`src/rtl/asc_pkg.sv`:
```
// Package of constants and types for the asynchronous memory bus host
package asc_pkg;
    localparam int CLK_PERIOD_NS = 8;
    // Timing figures in ns
    localparam int T_RC_NS = 70;
    localparam int T_AA_NS = 70;
    localparam int T_DOE_NS = 35;
    localparam int T_HZOE_NS = 25;
    localparam int T_HZWE_NS = 25;
    localparam int T_WC_NS = 70;
    localparam int T_PWE_NS = 50;
    localparam int T_SCE_NS = 60;
    localparam int T_AW_NS = 60;
    localparam int T_SD_NS = 30;
    // Least times round up to whole cycles
    localparam int RD_CYC = (T_AA_NS + CLK_PERIOD_NS - 1) / CLK_PERIOD_NS;
    localparam int OE_CYC = (T_DOE_NS + CLK_PERIOD_NS - 1) / CLK_PERIOD_NS;
    localparam int HZ_CYC = (T_HZOE_NS + CLK_PERIOD_NS - 1) / CLK_PERIOD_NS;
    localparam int SD_CYC = (T_SD_NS + CLK_PERIOD_NS - 1) / CLK_PERIOD_NS;
    localparam int WP_MIN = (T_SCE_NS > T_PWE_NS) ? T_SCE_NS : T_PWE_NS;
    localparam int WP_NS0 = (T_AW_NS > WP_MIN) ? T_AW_NS : WP_MIN;
    localparam int WP_NS1 = (T_HZWE_NS + T_SD_NS > WP_NS0)
                            ? T_HZWE_NS + T_SD_NS : WP_NS0;
    localparam int WR_CYC = (WP_NS1 + CLK_PERIOD_NS - 1) / CLK_PERIOD_NS;
    localparam int WC_CYC = (T_WC_NS + CLK_PERIOD_NS - 1) / CLK_PERIOD_NS;
    localparam int RC_CYC = (T_RC_NS + CLK_PERIOD_NS - 1) / CLK_PERIOD_NS;
    localparam int CNT_W = 5;
    // Reset value of the select, write strobe and gate pins
    localparam logic PIN_IDLE = 1'b1;

    typedef enum logic [2:0] {
        ASC_IDLE,
        ASC_RD_ADDR,
        ASC_RD_WAIT,
        ASC_WR_SETUP,
        ASC_WR_PULSE,
        ASC_WR_END,
        ASC_TURN
    } asc_state_t;
endpackage

```
`src/rtl/asc_sync.sv`:
```
// Two-flop synchroniser for a bus of pin inputs
module asc_sync #(
    parameter int WIDTH = 8
) (
    input wire logic i_ref_clk,
    input wire logic i_rst_n,
    input wire logic [WIDTH-1:0] i_async,
    output logic [WIDTH-1:0] o_sync
);
    logic [WIDTH-1:0] stage1;
    logic [WIDTH-1:0] stage2;
    logic [WIDTH-1:0] next_stage1;
    logic [WIDTH-1:0] next_stage2;

    // Next values: first stage feeds only the second
    always_comb begin
        next_stage1 = i_async;
        next_stage2 = stage1;
    end

    // Register both stages
    always_ff @(posedge i_ref_clk or negedge i_rst_n) begin
        if (!i_rst_n) begin
            stage1 <= '0;
            stage2 <= '0;
        end else begin
            stage1 <= next_stage1;
            stage2 <= next_stage2;
        end
    end

    assign o_sync = stage2;
endmodule

```
`src/rtl/asc_host.sv`:
```
// Host controller driving an asynchronous static memory bus
module asc_host #(
    parameter int ADDR_W = 19,
    parameter int DATA_W = 8
) (
    // Clock and reset
    input wire logic i_ref_clk,
    input wire logic i_rst_n,
    // User request port
    input wire logic i_req_valid,
    input wire logic i_req_write,
    input wire logic [ADDR_W-1:0] i_req_addr,
    input wire logic [DATA_W-1:0] i_req_wdata,
    output logic o_req_ready,
    output logic o_rd_valid,
    output logic [DATA_W-1:0] o_rd_data,
    output logic o_standby,
    // Memory pins
    output logic o_chip_select_n,
    output logic o_write_strobe_n,
    output logic o_output_gate_n,
    output logic [ADDR_W-1:0] o_addr,
    input wire logic [DATA_W-1:0] i_data,
    output logic [DATA_W-1:0] o_data,
    output logic o_data_oe
);
    asc_pkg::asc_state_t state;
    asc_pkg::asc_state_t next_state;
    logic [asc_pkg::CNT_W-1:0] cnt;
    logic [asc_pkg::CNT_W-1:0] next_cnt;
    logic [asc_pkg::CNT_W-1:0] cyc;
    logic [asc_pkg::CNT_W-1:0] next_cyc;
    logic cs_n;
    logic next_cs_n;
    logic we_n;
    logic next_we_n;
    logic oe_n;
    logic next_oe_n;
    logic drive;
    logic next_drive;
    logic [ADDR_W-1:0] addr;
    logic [ADDR_W-1:0] next_addr;
    logic [DATA_W-1:0] wdata;
    logic [DATA_W-1:0] next_wdata;
    logic [DATA_W-1:0] rdata;
    logic [DATA_W-1:0] next_rdata;
    logic rvalid;
    logic next_rvalid;
    logic [DATA_W-1:0] data_sync;

    localparam logic [asc_pkg::CNT_W-1:0] RD_N =
        asc_pkg::CNT_W'(asc_pkg::RD_CYC);
    localparam logic [asc_pkg::CNT_W-1:0] WR_N =
        asc_pkg::CNT_W'(asc_pkg::WR_CYC);
    localparam logic [asc_pkg::CNT_W-1:0] HZ_N =
        asc_pkg::CNT_W'(asc_pkg::HZ_CYC);
    localparam logic [asc_pkg::CNT_W-1:0] WC_N =
        asc_pkg::CNT_W'(asc_pkg::WC_CYC);
    localparam logic [asc_pkg::CNT_W-1:0] RC_N =
        asc_pkg::CNT_W'(asc_pkg::RC_CYC);
    localparam logic [asc_pkg::CNT_W-1:0] SYNC_N = 5'h02;

    // Read data comes from a pin, so it is synchronised first
    asc_sync #(
        .WIDTH(DATA_W)
    ) u_sync (
        .i_ref_clk(i_ref_clk),
        .i_rst_n(i_rst_n),
        .i_async(i_data),
        .o_sync(data_sync)
    );

    // Sequencer for read and write cycles
    always_comb begin
        next_state = state;
        next_cnt = cnt;
        next_cyc = (cyc == 5'h1f) ? cyc : cyc + 5'h01;
        next_cs_n = cs_n;
        next_we_n = we_n;
        next_oe_n = oe_n;
        next_drive = drive;
        next_addr = addr;
        next_wdata = wdata;
        next_rdata = rdata;
        next_rvalid = 1'b0;
        unique case (state)
            asc_pkg::ASC_IDLE: begin
                next_cs_n = 1'b1;
                next_we_n = 1'b1;
                next_oe_n = 1'b1;
                next_drive = 1'b0;
                if (i_req_valid) begin
                    // Address is set before select falls
                    next_addr = i_req_addr;
                    next_wdata = i_req_wdata;
                    next_cnt = '0;
                    next_cyc = '0;
                    next_state = i_req_write ? asc_pkg::ASC_WR_SETUP
                                             : asc_pkg::ASC_RD_ADDR;
                end
            end
            asc_pkg::ASC_RD_ADDR: begin
                // Select and gate fall with write strobe held high
                next_cs_n = 1'b0;
                next_oe_n = 1'b0;
                next_we_n = 1'b1;
                next_cnt = '0;
                next_state = asc_pkg::ASC_RD_WAIT;
            end
            asc_pkg::ASC_RD_WAIT: begin
                next_cnt = cnt + 5'h01;
                // Sample after access time plus synchroniser delay
                if (cnt == RD_N + SYNC_N - 5'h01) begin
                    next_rdata = data_sync;
                    next_rvalid = 1'b1;
                    next_cs_n = 1'b1;
                    next_oe_n = 1'b1;
                    next_cnt = '0;
                    next_state = asc_pkg::ASC_TURN;
                end
            end
            asc_pkg::ASC_WR_SETUP: begin
                // Gate high so the device floats before host drives
                next_oe_n = 1'b1;
                next_cs_n = 1'b0;
                next_we_n = 1'b0;
                next_drive = 1'b1;
                next_cnt = '0;
                next_state = asc_pkg::ASC_WR_PULSE;
            end
            asc_pkg::ASC_WR_PULSE: begin
                next_cnt = cnt + 5'h01;
                // Pulse covers strobe, select, address and data set-up
                if (cnt == WR_N - 5'h01) begin
                    next_we_n = 1'b1;
                    next_state = asc_pkg::ASC_WR_END;
                end
            end
            asc_pkg::ASC_WR_END: begin
                // Select rises a cycle after the strobe; data held
                next_cs_n = 1'b1;
                next_cnt = '0;
                next_state = asc_pkg::ASC_TURN;
            end
            asc_pkg::ASC_TURN: begin
                next_drive = 1'b0;
                next_cnt = cnt + 5'h01;
                // Allow bus turn-off and the least cycle time
                if (cnt >= HZ_N && cyc >= WC_N && cyc >= RC_N) begin
                    next_state = asc_pkg::ASC_IDLE;
                end
            end
            default: begin
                next_state = asc_pkg::ASC_IDLE;
            end
        endcase
    end

    // Register the sequencer state
    always_ff @(posedge i_ref_clk or negedge i_rst_n) begin
        if (!i_rst_n) begin
            state <= asc_pkg::ASC_IDLE;
            cnt <= '0;
            cyc <= '0;
            cs_n <= asc_pkg::PIN_IDLE;
            we_n <= asc_pkg::PIN_IDLE;
            oe_n <= asc_pkg::PIN_IDLE;
            drive <= 1'b0;
            addr <= '0;
            wdata <= '0;
            rdata <= '0;
            rvalid <= 1'b0;
        end else begin
            state <= next_state;
            cnt <= next_cnt;
            cyc <= next_cyc;
            cs_n <= next_cs_n;
            we_n <= next_we_n;
            oe_n <= next_oe_n;
            drive <= next_drive;
            addr <= next_addr;
            wdata <= next_wdata;
            rdata <= next_rdata;
            rvalid <= next_rvalid;
        end
    end

    // Pin and user outputs
    assign o_req_ready = (state == asc_pkg::ASC_IDLE);
    assign o_rd_valid = rvalid;
    assign o_rd_data = rdata;
    assign o_standby = cs_n;
    assign o_chip_select_n = cs_n;
    assign o_write_strobe_n = we_n;
    assign o_output_gate_n = oe_n;
    assign o_addr = addr;
    assign o_data = wdata;
    assign o_data_oe = drive;
endmodule

```
`config.mk`:
```
export PLATFORM = sky130hd
export DESIGN_NAME = asc_host
export DESIGN_NICKNAME = d
export VERILOG_FILES = /design/src/rtl/asc_pkg.sv /design/src/rtl/asc_sync.sv /design/src/rtl/asc_host.sv
export SDC_FILE = /design/constraint.sdc
export NUM_CORES = 1
export LEC_CHECK = 0
export BUFFER_PORTS_ARGS = -buffer_cell sky130_fd_sc_hd__buf_2
export CAP_MARGIN = 5
export CORE_MARGIN = 3
export CORE_UTILIZATION = 54
export CTS_CLUSTER_DIAMETER = 50
export DETAILED_ROUTE_END_ITERATION = 7
export GPL_ROUTABILITY_DRIVEN = 0
export PLACE_DENSITY_LB_ADDON = 0.12
export SYNTH_ARGS = -nofsm -noshare
export SYNTH_HDL_FRONTEND = slang
export SYNTH_SLANG_ARGS = --single-unit
```
`constraint.sdc`:
```
create_clock -name i_ref_clk -period 3 [get_ports i_ref_clk]
set_input_delay 0.6 -clock i_ref_clk [delete_from_list [all_inputs] [get_ports i_ref_clk]]
set_output_delay 0.6 -clock i_ref_clk [all_outputs]
set_load 0.1 [all_outputs]
```
# Word level (Yosys, flattened, before mapping)
# Index checks and enable logic that the tools add are counted.
# word_totals
reg_bits	69
input_bits	39
output_inout_bits	42
wordCells	72
# op_classes
addsub	2
magnitude_cmp	2
eq_ne	13
mux	20
n_reduce_logical	22
# op_table
op	n
5-bit two-way mux	5
3-bit case mux with 7 select lines	1
5-bit case mux with 4 select lines	1
3-bit two-way mux	4
2-bit AND reduction	6
2-bit OR reduction	6
5-bit by 1-bit adder with 5-bit output (second input constant)	2
3-bit equality test (second input constant)	3
1-bit case mux with 3 select lines	3
3-bit nonzero test	3
2-bit != test (second input constant)	4
3-bit by 2-bit equality test with 1-bit output (second input constant)	2
5-bit by 3-bit equality test with 1-bit output (second input constant)	1
5-bit by 4-bit equality test with 1-bit output (second input constant)	1
5-bit equality test (second input constant)	1
5-bit by 3-bit greater-or-equal comparator with 1-bit output (second input constant)	1
5-bit by 4-bit greater-or-equal comparator with 1-bit output (second input constant)	1
1-bit two-way mux	4
4-bit AND reduction	1
4-bit nonzero test	1
3-bit by 1-bit equality test with 1-bit output (second input constant)	1
3-bit logical NOT	1
3-bit OR reduction	1
1-bit logical AND	2
other kinds (3)	3

# Logic depth before layout (Yosys ltp)
# Gate-level depths: netlist of the first run.
# depth
depth_word	5
mapped_depth	6
mapped_depth_nobuf	6

# Hierarchy
# From an unflattened synthesis of the first run, not the netlist that was laid out.
# hier_totals
hier_cells	191
area_unflattened_um2	2864.0
# by_module_without_submodules
module	instances	cells_each	area_each_um2	seq_area_each_um2
asc_host	1	175	2463.6	1330.0
asc_sync	1	16	400.4	400.4

# Worst setup path before layout of the first run
# Ideal clock, no wire load.
# synth_path
kind	register -> register
start	register state[0]
end	register addr[10] (netlist: o_addr[10])
setup_ps	125
arrival_time_ps	2527
required_ps	2875
path_slack_ps	347
path_stages_with_launch	6
path_buffers	2
synth_period_minus_slack_ps	2653
cell_sequence	dfrtp_1 nor3_2 and2_1 buf_2 buf_4 mux2_2
# synth_between
elab_chain_len	2
# synth_lines
item	line	text
start, declared	asc_host.sv:27	asc_pkg::asc_state_t state;
start signal, assigned	asc_host.sv:162	state <= asc_pkg::ASC_IDLE;
start signal, assigned	asc_host.sv:174	state <= next_state;
3-bit logical NOT	n/a	
net o_req_ready	asc_host.sv:14	output logic o_req_ready,
2-bit AND reduction (no line)	n/a	
end signal, assigned	asc_host.sv:181	addr <= next_addr;
end, declared	asc_host.sv:41	logic [ADDR_W-1:0] addr;
# The timed path passes the listed nets, and every way through them passes these cells.
# A chain may end at the register's enable or synchronous reset.

# Final worst setup path of the first run
# layout_path
start	register state[0]
end	output port o_req_ready
# layout_between
elab_chain_len	1
# layout_lines
item	line	text
3-bit logical NOT	asc_host.sv:189	assign o_req_ready = (state == asc_pkg::ASC_IDLE);
end, declared	asc_host.sv:14	
# Every way passes these cells.

==> metrics list, run 1 <==
- Run status: completed
- Setup violations remaining at the end of the flow were counted as 0.
* Largest buffer count on any clock path: 2
* Routed wire per std cell: 14.2 um
- From left edge to right edge, the die measures 76.6 um.
- Counting flops with a built-in enable in the synthesized netlist gives 0.
* Simple-gate area share of the yosys netlist: 7.25%
- First DRT Iteration DRCs: 81
- Post-Synth Adder-Cell Area: 2.32%
* Total area of multi-input combinational cells: 867 um^2
- The count of buffers added on input and output ports is 80.
* Share of async-settable or async-resettable flops after synthesis: 100%
- Final Hold Vio Count: 0
- After synthesis the netlist holds a flip-flop and latch count of 69.
- Yosys mapped the design onto 37 distinct sky130hd cell types.
* Chip height: 76.6 um
- Worst path arrival time: 1580 ps
- The die covers 5870 um^2.
* Row Count: 25
- Headroom to the max-slew limit: 65.6%
- The area growth from synthesis to layout is 24.3%.
* Dominant combinational cell family by area after synthesis: multiplexers
- The most used flip-flop cell after synthesis is sky130_fd_sc_hd__dfrtp_1.
- The later pin in the worst-skew pair is clocked with a latency of 330 ps.
- After synthesis, flip-flops and latches occupy 64.3% of the total area.
- For this run, the number of Yosys warnings is 0.
- In this run the standard cell core region covers 4750 um^2.
- Derived from the worst setup path, the maximum achievable clock frequency is 458 MHz.
- On the final layout, the worst hold slack is 235 ps.
- After layout, the worst path uses 72.8% of the clock period.
- Summing every instance area after synthesis gives 2690 um^2.
- CTS saw 69 sinks.
* Type of the most critical hold path: in2async
- CTS built an H-tree with a depth of 3.
* Unrepaired setup endpoints after global routing: no
- For the worst setup path, the data required time is 2400 ps.
- Pin placement for this block handled 81 I/O pins.
- Registers take 1730 um^2.
- Final number of max-transition violations: 0
- Once the clock tree was built, the resizer swapped 0 gates to a different size.
* Layout fillers: 372
* Register clock-pin slew on the reported worst setup and hold paths: 70 ps
* Synthesized area divided by synthesized cell count: 13.9 um^2
- Worst setup path class: reg2out
- Worst Setup Start Kind: flip-flop
- Xor and xnor area share after synthesis: 0.976%
* Final Routed Wirelength: 4950 um
- Along the worst path, the maximum fanout reaches 14.
* Total negative slack for setup checks: 0 ps
* Post-layout min period: 2180 ps
- Layout Nets: 322
- CTS buffer count: 9
* Number of instances in the synthesized netlist: 194
* Initial standard-cell utilization of the core: 56.6%
- Clock skew: 6.45 ps
- DRC violation count after routing: 0
- For this run, the total global-route usage over all layers was measured as 18.5%.
* Wire length of the first global-routing pass: 8460 um
- Post-detail-place hpwl: 3460 um
- Counting tap cells, the placed design contains a total of 334 instances.
* Number of hold buffers added after cts: 0
- The initial antenna violation count was 0.
- Of the post-synthesis cell area, the part taken by muxes is 14.6%.
- Summed over all layers, the global routing overflow is 0.
* Clk Tree Root Cell: sky130_fd_sc_hd__clkbuf_8
* Count of max-cap constraint violations: 0
* Vias after detailed routing: 1743
* Via/cell ratio: 4.98
- In this run the remaining antenna-violating nets after routing total 0.
- Leaving out fill and tap cells, the most frequent cells in the layout are 80 x sky130_fd_sc_hd__buf_2, 66 x sky130_fd_sc_hd__dfrtp_1, 31 x sky130_fd_sc_hd__mux2_2.
- The post-route netlist has 47.7% of its cells at a drive strength greater than 1.
* Setup repair bufs after CTS: 0
- Non-filler cells, final: 350
- Leaving out fill and tap cells, the most frequent cell in the layout is sky130_fd_sc_hd__buf_2.
- The synthesized netlist devotes 7.02% of its cell area to compound gates.
* Number of antenna repair diodes: 0
- TritonCTS built the clock tree.
- At the pin with the least slew margin, the transition time is 515 ps.
- Vias in the first global route: 1786
- Number of detailed-routing iterations run before antenna repair: 4
* Net count after synthesis: 238
* Pin count of the biggest net entering global routing: 49
* Endpoint type of the worst setup path: output port
layout make-up:
cell class	instances	share of cell area (%)
sequential	69	51.7
multi-input combinational	107	25.9
timing repair buffer	82	12.8
clock buffer	11	4.23
tap	67	2.51
clock inverter	5	1.80
inverter	9	1.01
final timing paths:
kind,from,to,slack [ps],cells after the start
worst max register to register,state[0]$_DFFE_PN0P_,o_addr[17]$_DFFE_PN0P_,1200,4
worst min-delay path,i_rst_n,o_addr[1]$_DFFE_PN0P_,230,1
worst max-delay path,state[0]$_DFFE_PN0P_,o_req_ready,820,2
worst min register to register,u_sync.next_stage2[4]$_DFF_PN0_,u_sync.o_sync[4]$_DFF_PN0_,350,0
min in group i_ref_clk,u_sync.next_stage2[4]$_DFF_PN0_,u_sync.o_sync[4]$_DFF_PN0_,350,0
max in group asynchronous,i_rst_n,o_data[1]$_DFFE_PN0P_,2150,2
Yosys cell counts (2+ instances only):
cell type	count	area share, %
sky130_fd_sc_hd__dfrtp_1	66	61
sky130_fd_sc_hd__buf_2	3	0.56
sky130_fd_sc_hd__buf_4	4	1.1
sky130_fd_sc_hd__dfstp_2	3	2.9
sky130_fd_sc_hd__nor2_1	10	1.4
sky130_fd_sc_hd__mux2_1	4	1.7
sky130_fd_sc_hd__and2_1	2	0.46
sky130_fd_sc_hd__nand2b_1	2	0.46
sky130_fd_sc_hd__a31oi_1	3	0.70
sky130_fd_sc_hd__nand2_1	4	0.56
sky130_fd_sc_hd__o21ai_0	11	2.0
sky130_fd_sc_hd__ha_1	5	2.3
sky130_fd_sc_hd__nand3_1	4	0.74
sky130_fd_sc_hd__a21oi_1	9	1.7
sky130_fd_sc_hd__xnor2_1	2	0.65
sky130_fd_sc_hd__mux2_2	31	13
sky130_fd_sc_hd__inv_1	9	1.3
sky130_fd_sc_hd__nor3_1	3	0.56
cells by family after synthesis:
logic type,count (synthesis)
simple gates,33
fa+ha+maj,5
xor+xnor,3
compound gates,31
buf+inv,18
mux,35
flops,69
critical path: stages, from the launching register on:
cell                      delay [ps]
sky130_fd_sc_hd__dfrtp_1         530
sky130_fd_sc_hd__nor3_2          250
sky130_fd_sc_hd__buf_2           470
routing by layer:
| metal | vias to the layer above | wire, um | global-route usage [%] |
|---|---|---|---|
| li1 | 841 | - | - |
| met1 | 847 | 2160 | 24.3 |
| met2 | 51 | 2460 | 28.3 |
| met3 | 4 | 303 | 6.86 |
| met4 | 0 | 26 | 6.52 |
| met5 | - | 0 | 0 |
stage by stage:
stage          setup WS (ps)  area [um^2]  utilization (%)
3_3_place_gp            1190         3140             66.1
6_report                 815         3340             70.3
3_5_place_dp            1180         3140             66.1
4_1_cts                  811         3340             70.3
2_1_floorplan            347         2690                -
5_1_grt                  740         3340             70.3
sequential cells by signal, summed over array words and instances (netlist names):
signal              flops
cnt                     5
cyc                     5
o_addr                 19
o_chip_select_n         1
o_data                  8
o_data_oe               1
o_output_gate_n         1
o_rd_data               8
o_rd_valid              1
o_write_strobe_n        1
state                   3
u_sync.next_stage2      8
u_sync.o_sync           8
Power of run 1 is left out: the tool's default activity adds up to more than one toggle a clock period on the data nets, which glitch-free logic cannot reach.
==> inputs of run 2 (changes only) <==
--- a/config.mk
+++ b/config.mk
@@ -8,7 +8,7 @@
 export BUFFER_PORTS_ARGS = -buffer_cell sky130_fd_sc_hd__buf_2
 export CAP_MARGIN = 5
 export CORE_MARGIN = 3
-export CORE_UTILIZATION = 54
+export CORE_UTILIZATION = 46
 export CTS_CLUSTER_DIAMETER = 50
 export DETAILED_ROUTE_END_ITERATION = 7
 export GPL_ROUTABILITY_DRIVEN = 0
==> constraint.sdc (replaced) <==
create_clock -name i_ref_clk -period 1.82 [get_ports i_ref_clk]
set_input_delay 0.364 -clock i_ref_clk [delete_from_list [all_inputs] [get_ports i_ref_clk]]
set_output_delay 0.364 -clock i_ref_clk [all_outputs]
set_load 0.1 [all_outputs]
==> run 2 against run 1 <==
Effect of this change:
- wire length rose by 3.1%
- clock skew increased by 3.2 ps
- count of clock-buffer cells in the layout fell by 2
- die area increased by 16%
- flip-flop and latch count unchanged
- cell count grew 2.9%
- sequential share of layout area decreased by 3.1 points
- register-to-register slack worse by 990 ps
- critical path depth is 1 lower
- critical path type unchanged
==> metrics list, run 2 (same netlist as run 1, synthesis figures left out) <==
* Worst reg2reg endpoint: o_rd_data[5]$_DFFE_PN0P_
* Worst setup path endpoint: o_chip_select_n
- The x dimension of the die came to 82.5 um (+7.7%).
- Htree depth: 3 (unchanged)
- The detailed-route via count is 1779 (+2.1%).
- Floorplan die area: 6800 um^2 (+16%)
- Register clock-pin slew on the reported worst setup and hold paths: 80 ps (about the same)
- Post-placement cell area: 3300 um^2 (+5.0%)
- The total CTS buffers came to 9 (unchanged).
* Post-detail-place hpwl: 3400 um (-1.8%)
* Worst setup path class: reg2out
- The TritonCTS sink count is 69 (unchanged).
- Non-filler cells, final: 360 (+2.9%)
- Overall overflow remaining after global route: 0 (unchanged)
- Setup repair bufs after CTS: 0 (unchanged)
* Share of the clock period used by the worst path after layout: 92.8%
* Final Routed Wirelength: 5110 um (+3.1%)
- The final count of pins violating max slew was 0 (unchanged).
* Growth of design area from synthesis to finish: 32.1%
- The run finished with clean final reports.
- STA classifies the critical path endpoint as an output port.
* Number of flip-flops in the largest register: 19 (unchanged)
* Post_cts resized: 0 (unchanged)
- Type of the most critical hold path: in2async
* Unrepaired setup endpoints after global routing: no
* Clock latency reported for the late side of the worst-skew pair: 340 ps (about the same)
- Most Used Layer, Global Route: met2
- Worst reg2reg setup slack: 210 ps (-990 ps)
- Combined global-route utilization of all metal layers: 16.5% (-1.9 points)
- Leaving out fill and tap cells, the most frequent cells in the layout are 79 x sky130_fd_sc_hd__buf_2, 66 x sky130_fd_sc_hd__dfrtp_1, 21 x sky130_fd_sc_hd__mux2_4.
- The number of placed instances, taps included is 344 (+3.0%).
- Clock skew: 9.69 ps (+3.24 ps)
- Layout cell share with drive strength beyond 1: 49.3% (+1.6 points)
- The number of top-level pins is 81 (unchanged).
- The smallest clock period supported by the final layout is computed as 1690 ps.
* Worst Setup Start Kind: flip-flop
- Initial antenna violation count: 0 (unchanged)
- The violation count after the first detailed-routing iteration was 108 (+33%).
- Leading cell type in the layout, fill and taps excluded: sky130_fd_sc_hd__buf_2
- The utilization after layout came to 63.8% (-6.6 points).
* Chip height: 82.5 um (+7.7%)
* Critical Path Max Stage Delay: 560 ps (+30 ps)
- Number of detailed-routing iterations run before antenna repair: 4 (unchanged)
- Global-route met3 utilization: 5.42% (-1.4 points)
- The wire length per cell is 14.2 um (+0.28%).
- The final non-filler cell area is 3550 um^2 (+6.3%).
* Count of max-cap constraint violations: 0 (unchanged)
- The largest net degree at the start of global routing was 70 (+43%).
- Row Count: 27 (+8.0%)
- Count of input and output buffers: 80 (unchanged)
* Cell with the largest stage delay on the worst path: sky130_fd_sc_hd__dfstp_2
- The global routing met2 resource utilization is 24.5% (-3.8 points).
* Largest buffer count on any clock path: 2 (unchanged)
- CP required: 1460 ps (-940 ps)
- Clk Tree Root Cell: sky130_fd_sc_hd__clkbuf_8
* Headroom to the max-slew limit: 65.9% (+0.22 points)
- Worst path arrival time: 1320 ps (-260 ps)
- Launching point of the worst reg2reg path: cnt[0]$_DFFE_PN0P_
- The met1 track utilization from global routing is 22.7% (-1.6 points).
- Based on the critical path, the design can be clocked at up to 592 MHz.
- Placeable core region: 5570 um^2 (+17%)
- Tracing the worst setup path back leads to its startpoint at o_chip_select_n$_DFFE_PN1P_.
* Layout fillers: 447 (+20%)
- Kind of cell adding the most delay to the critical path: flip-flops
- The quantity of hold-fixing buffers added after cts came to 0 (unchanged).
- Final Hold Vio Count: 0 (unchanged)
- Buf+Inv Stages, Crit Path: 1 (unchanged)
* Vias in the first global route: 1735 (-2.9%)
- The slew at the pin closest to its max-slew limit came to 510 ps (-5.62 ps).
- Number of nets still failing antenna checks after routing: 0 (unchanged)
- DRC violation count after routing: 0 (unchanged)
- Critical-path cell list: buf_2
- Layout Nets: 327 (+1.6%)
* Number of antenna repair diodes: 0 (unchanged)
- Via/cell ratio: 4.94 (-0.77%)
- The count of final setup violators was 0 (unchanged).
- The number of cells traversed by the worst register-to-register path was 5 (+1).
- The starting density of the core is 48.3% (-8.3 points).
* Wire length of the first global-routing pass: 8270 um (-2.3%)
* Critical-path maximum fanout: 4 (-10)
* Logic depth of the worst setup path including buffers: 1 (-1)
- TritonCTS clock tree: yes
## run 2: worst min path at each step
| stage | from | end | slack (ps) |
|---|---|---|---|
| detailed placement | u_sync.next_stage2[6]$_DFF_PN0_ | u_sync.o_sync[6]$_DFF_PN0_ | 340 |
| floorplan | i_rst_n | cnt[0]$_DFFE_PN0P_ | 70 |
| global placement | u_sync.next_stage2[1]$_DFF_PN0_ | u_sync.o_sync[1]$_DFF_PN0_ | 330 |
| finish | i_rst_n | o_addr[1]$_DFFE_PN0P_ | 20 |
| CTS | i_rst_n | o_rd_valid$_DFF_PN0_ | 40 |
| global route | i_rst_n | u_sync.o_sync[1]$_DFF_PN0_ | 50 |
## run 2: metrics by stage
stage | hold slack (ps) | setup TNS [ps] | setup WS [ps]
6_report | 24.9 | 0 | 132
5_1_grt | 46.6 | 0 | 86.4
4_1_cts | 40.0 | 0 | 112
3_5_place_dp | 337 | 0 | 205
3_3_place_gp | 332 | 0 | 247
2_1_floorplan | 68.4 | -9350 | -343
## run 2: layout make-up
class	count	area (um^2)	area share (%)
Sequential cell	69	1730	48.7
Inverter	9	33.8	0.950
Clock inverter	7	130	3.66
Clock buffer	9	124	3.48
Multi-Input combinational cell	107	953	26.8
Tap cell	72	90.1	2.53
Timing Repair Buffer	87	493	13.9
## run 2: metal layers
metal	vias up	part of all wire [%]	routed length, um
li1	851	-	-
met4	0	1.3	64
met2	34	49	2480
met3	6	4.7	242
met1	888	45	2320
met5	-	0	0
## run 2: worst register-to-register path: stages, from the launching register on
cell	delay, ps
sky130_fd_sc_hd__dfrtp_1	440
sky130_fd_sc_hd__inv_1	100
sky130_fd_sc_hd__ha_1	140
sky130_fd_sc_hd__and4bb_4	280
sky130_fd_sc_hd__nand4_4	210
sky130_fd_sc_hd__mux2_2	330
Power of run 2 is left out for the same reason.
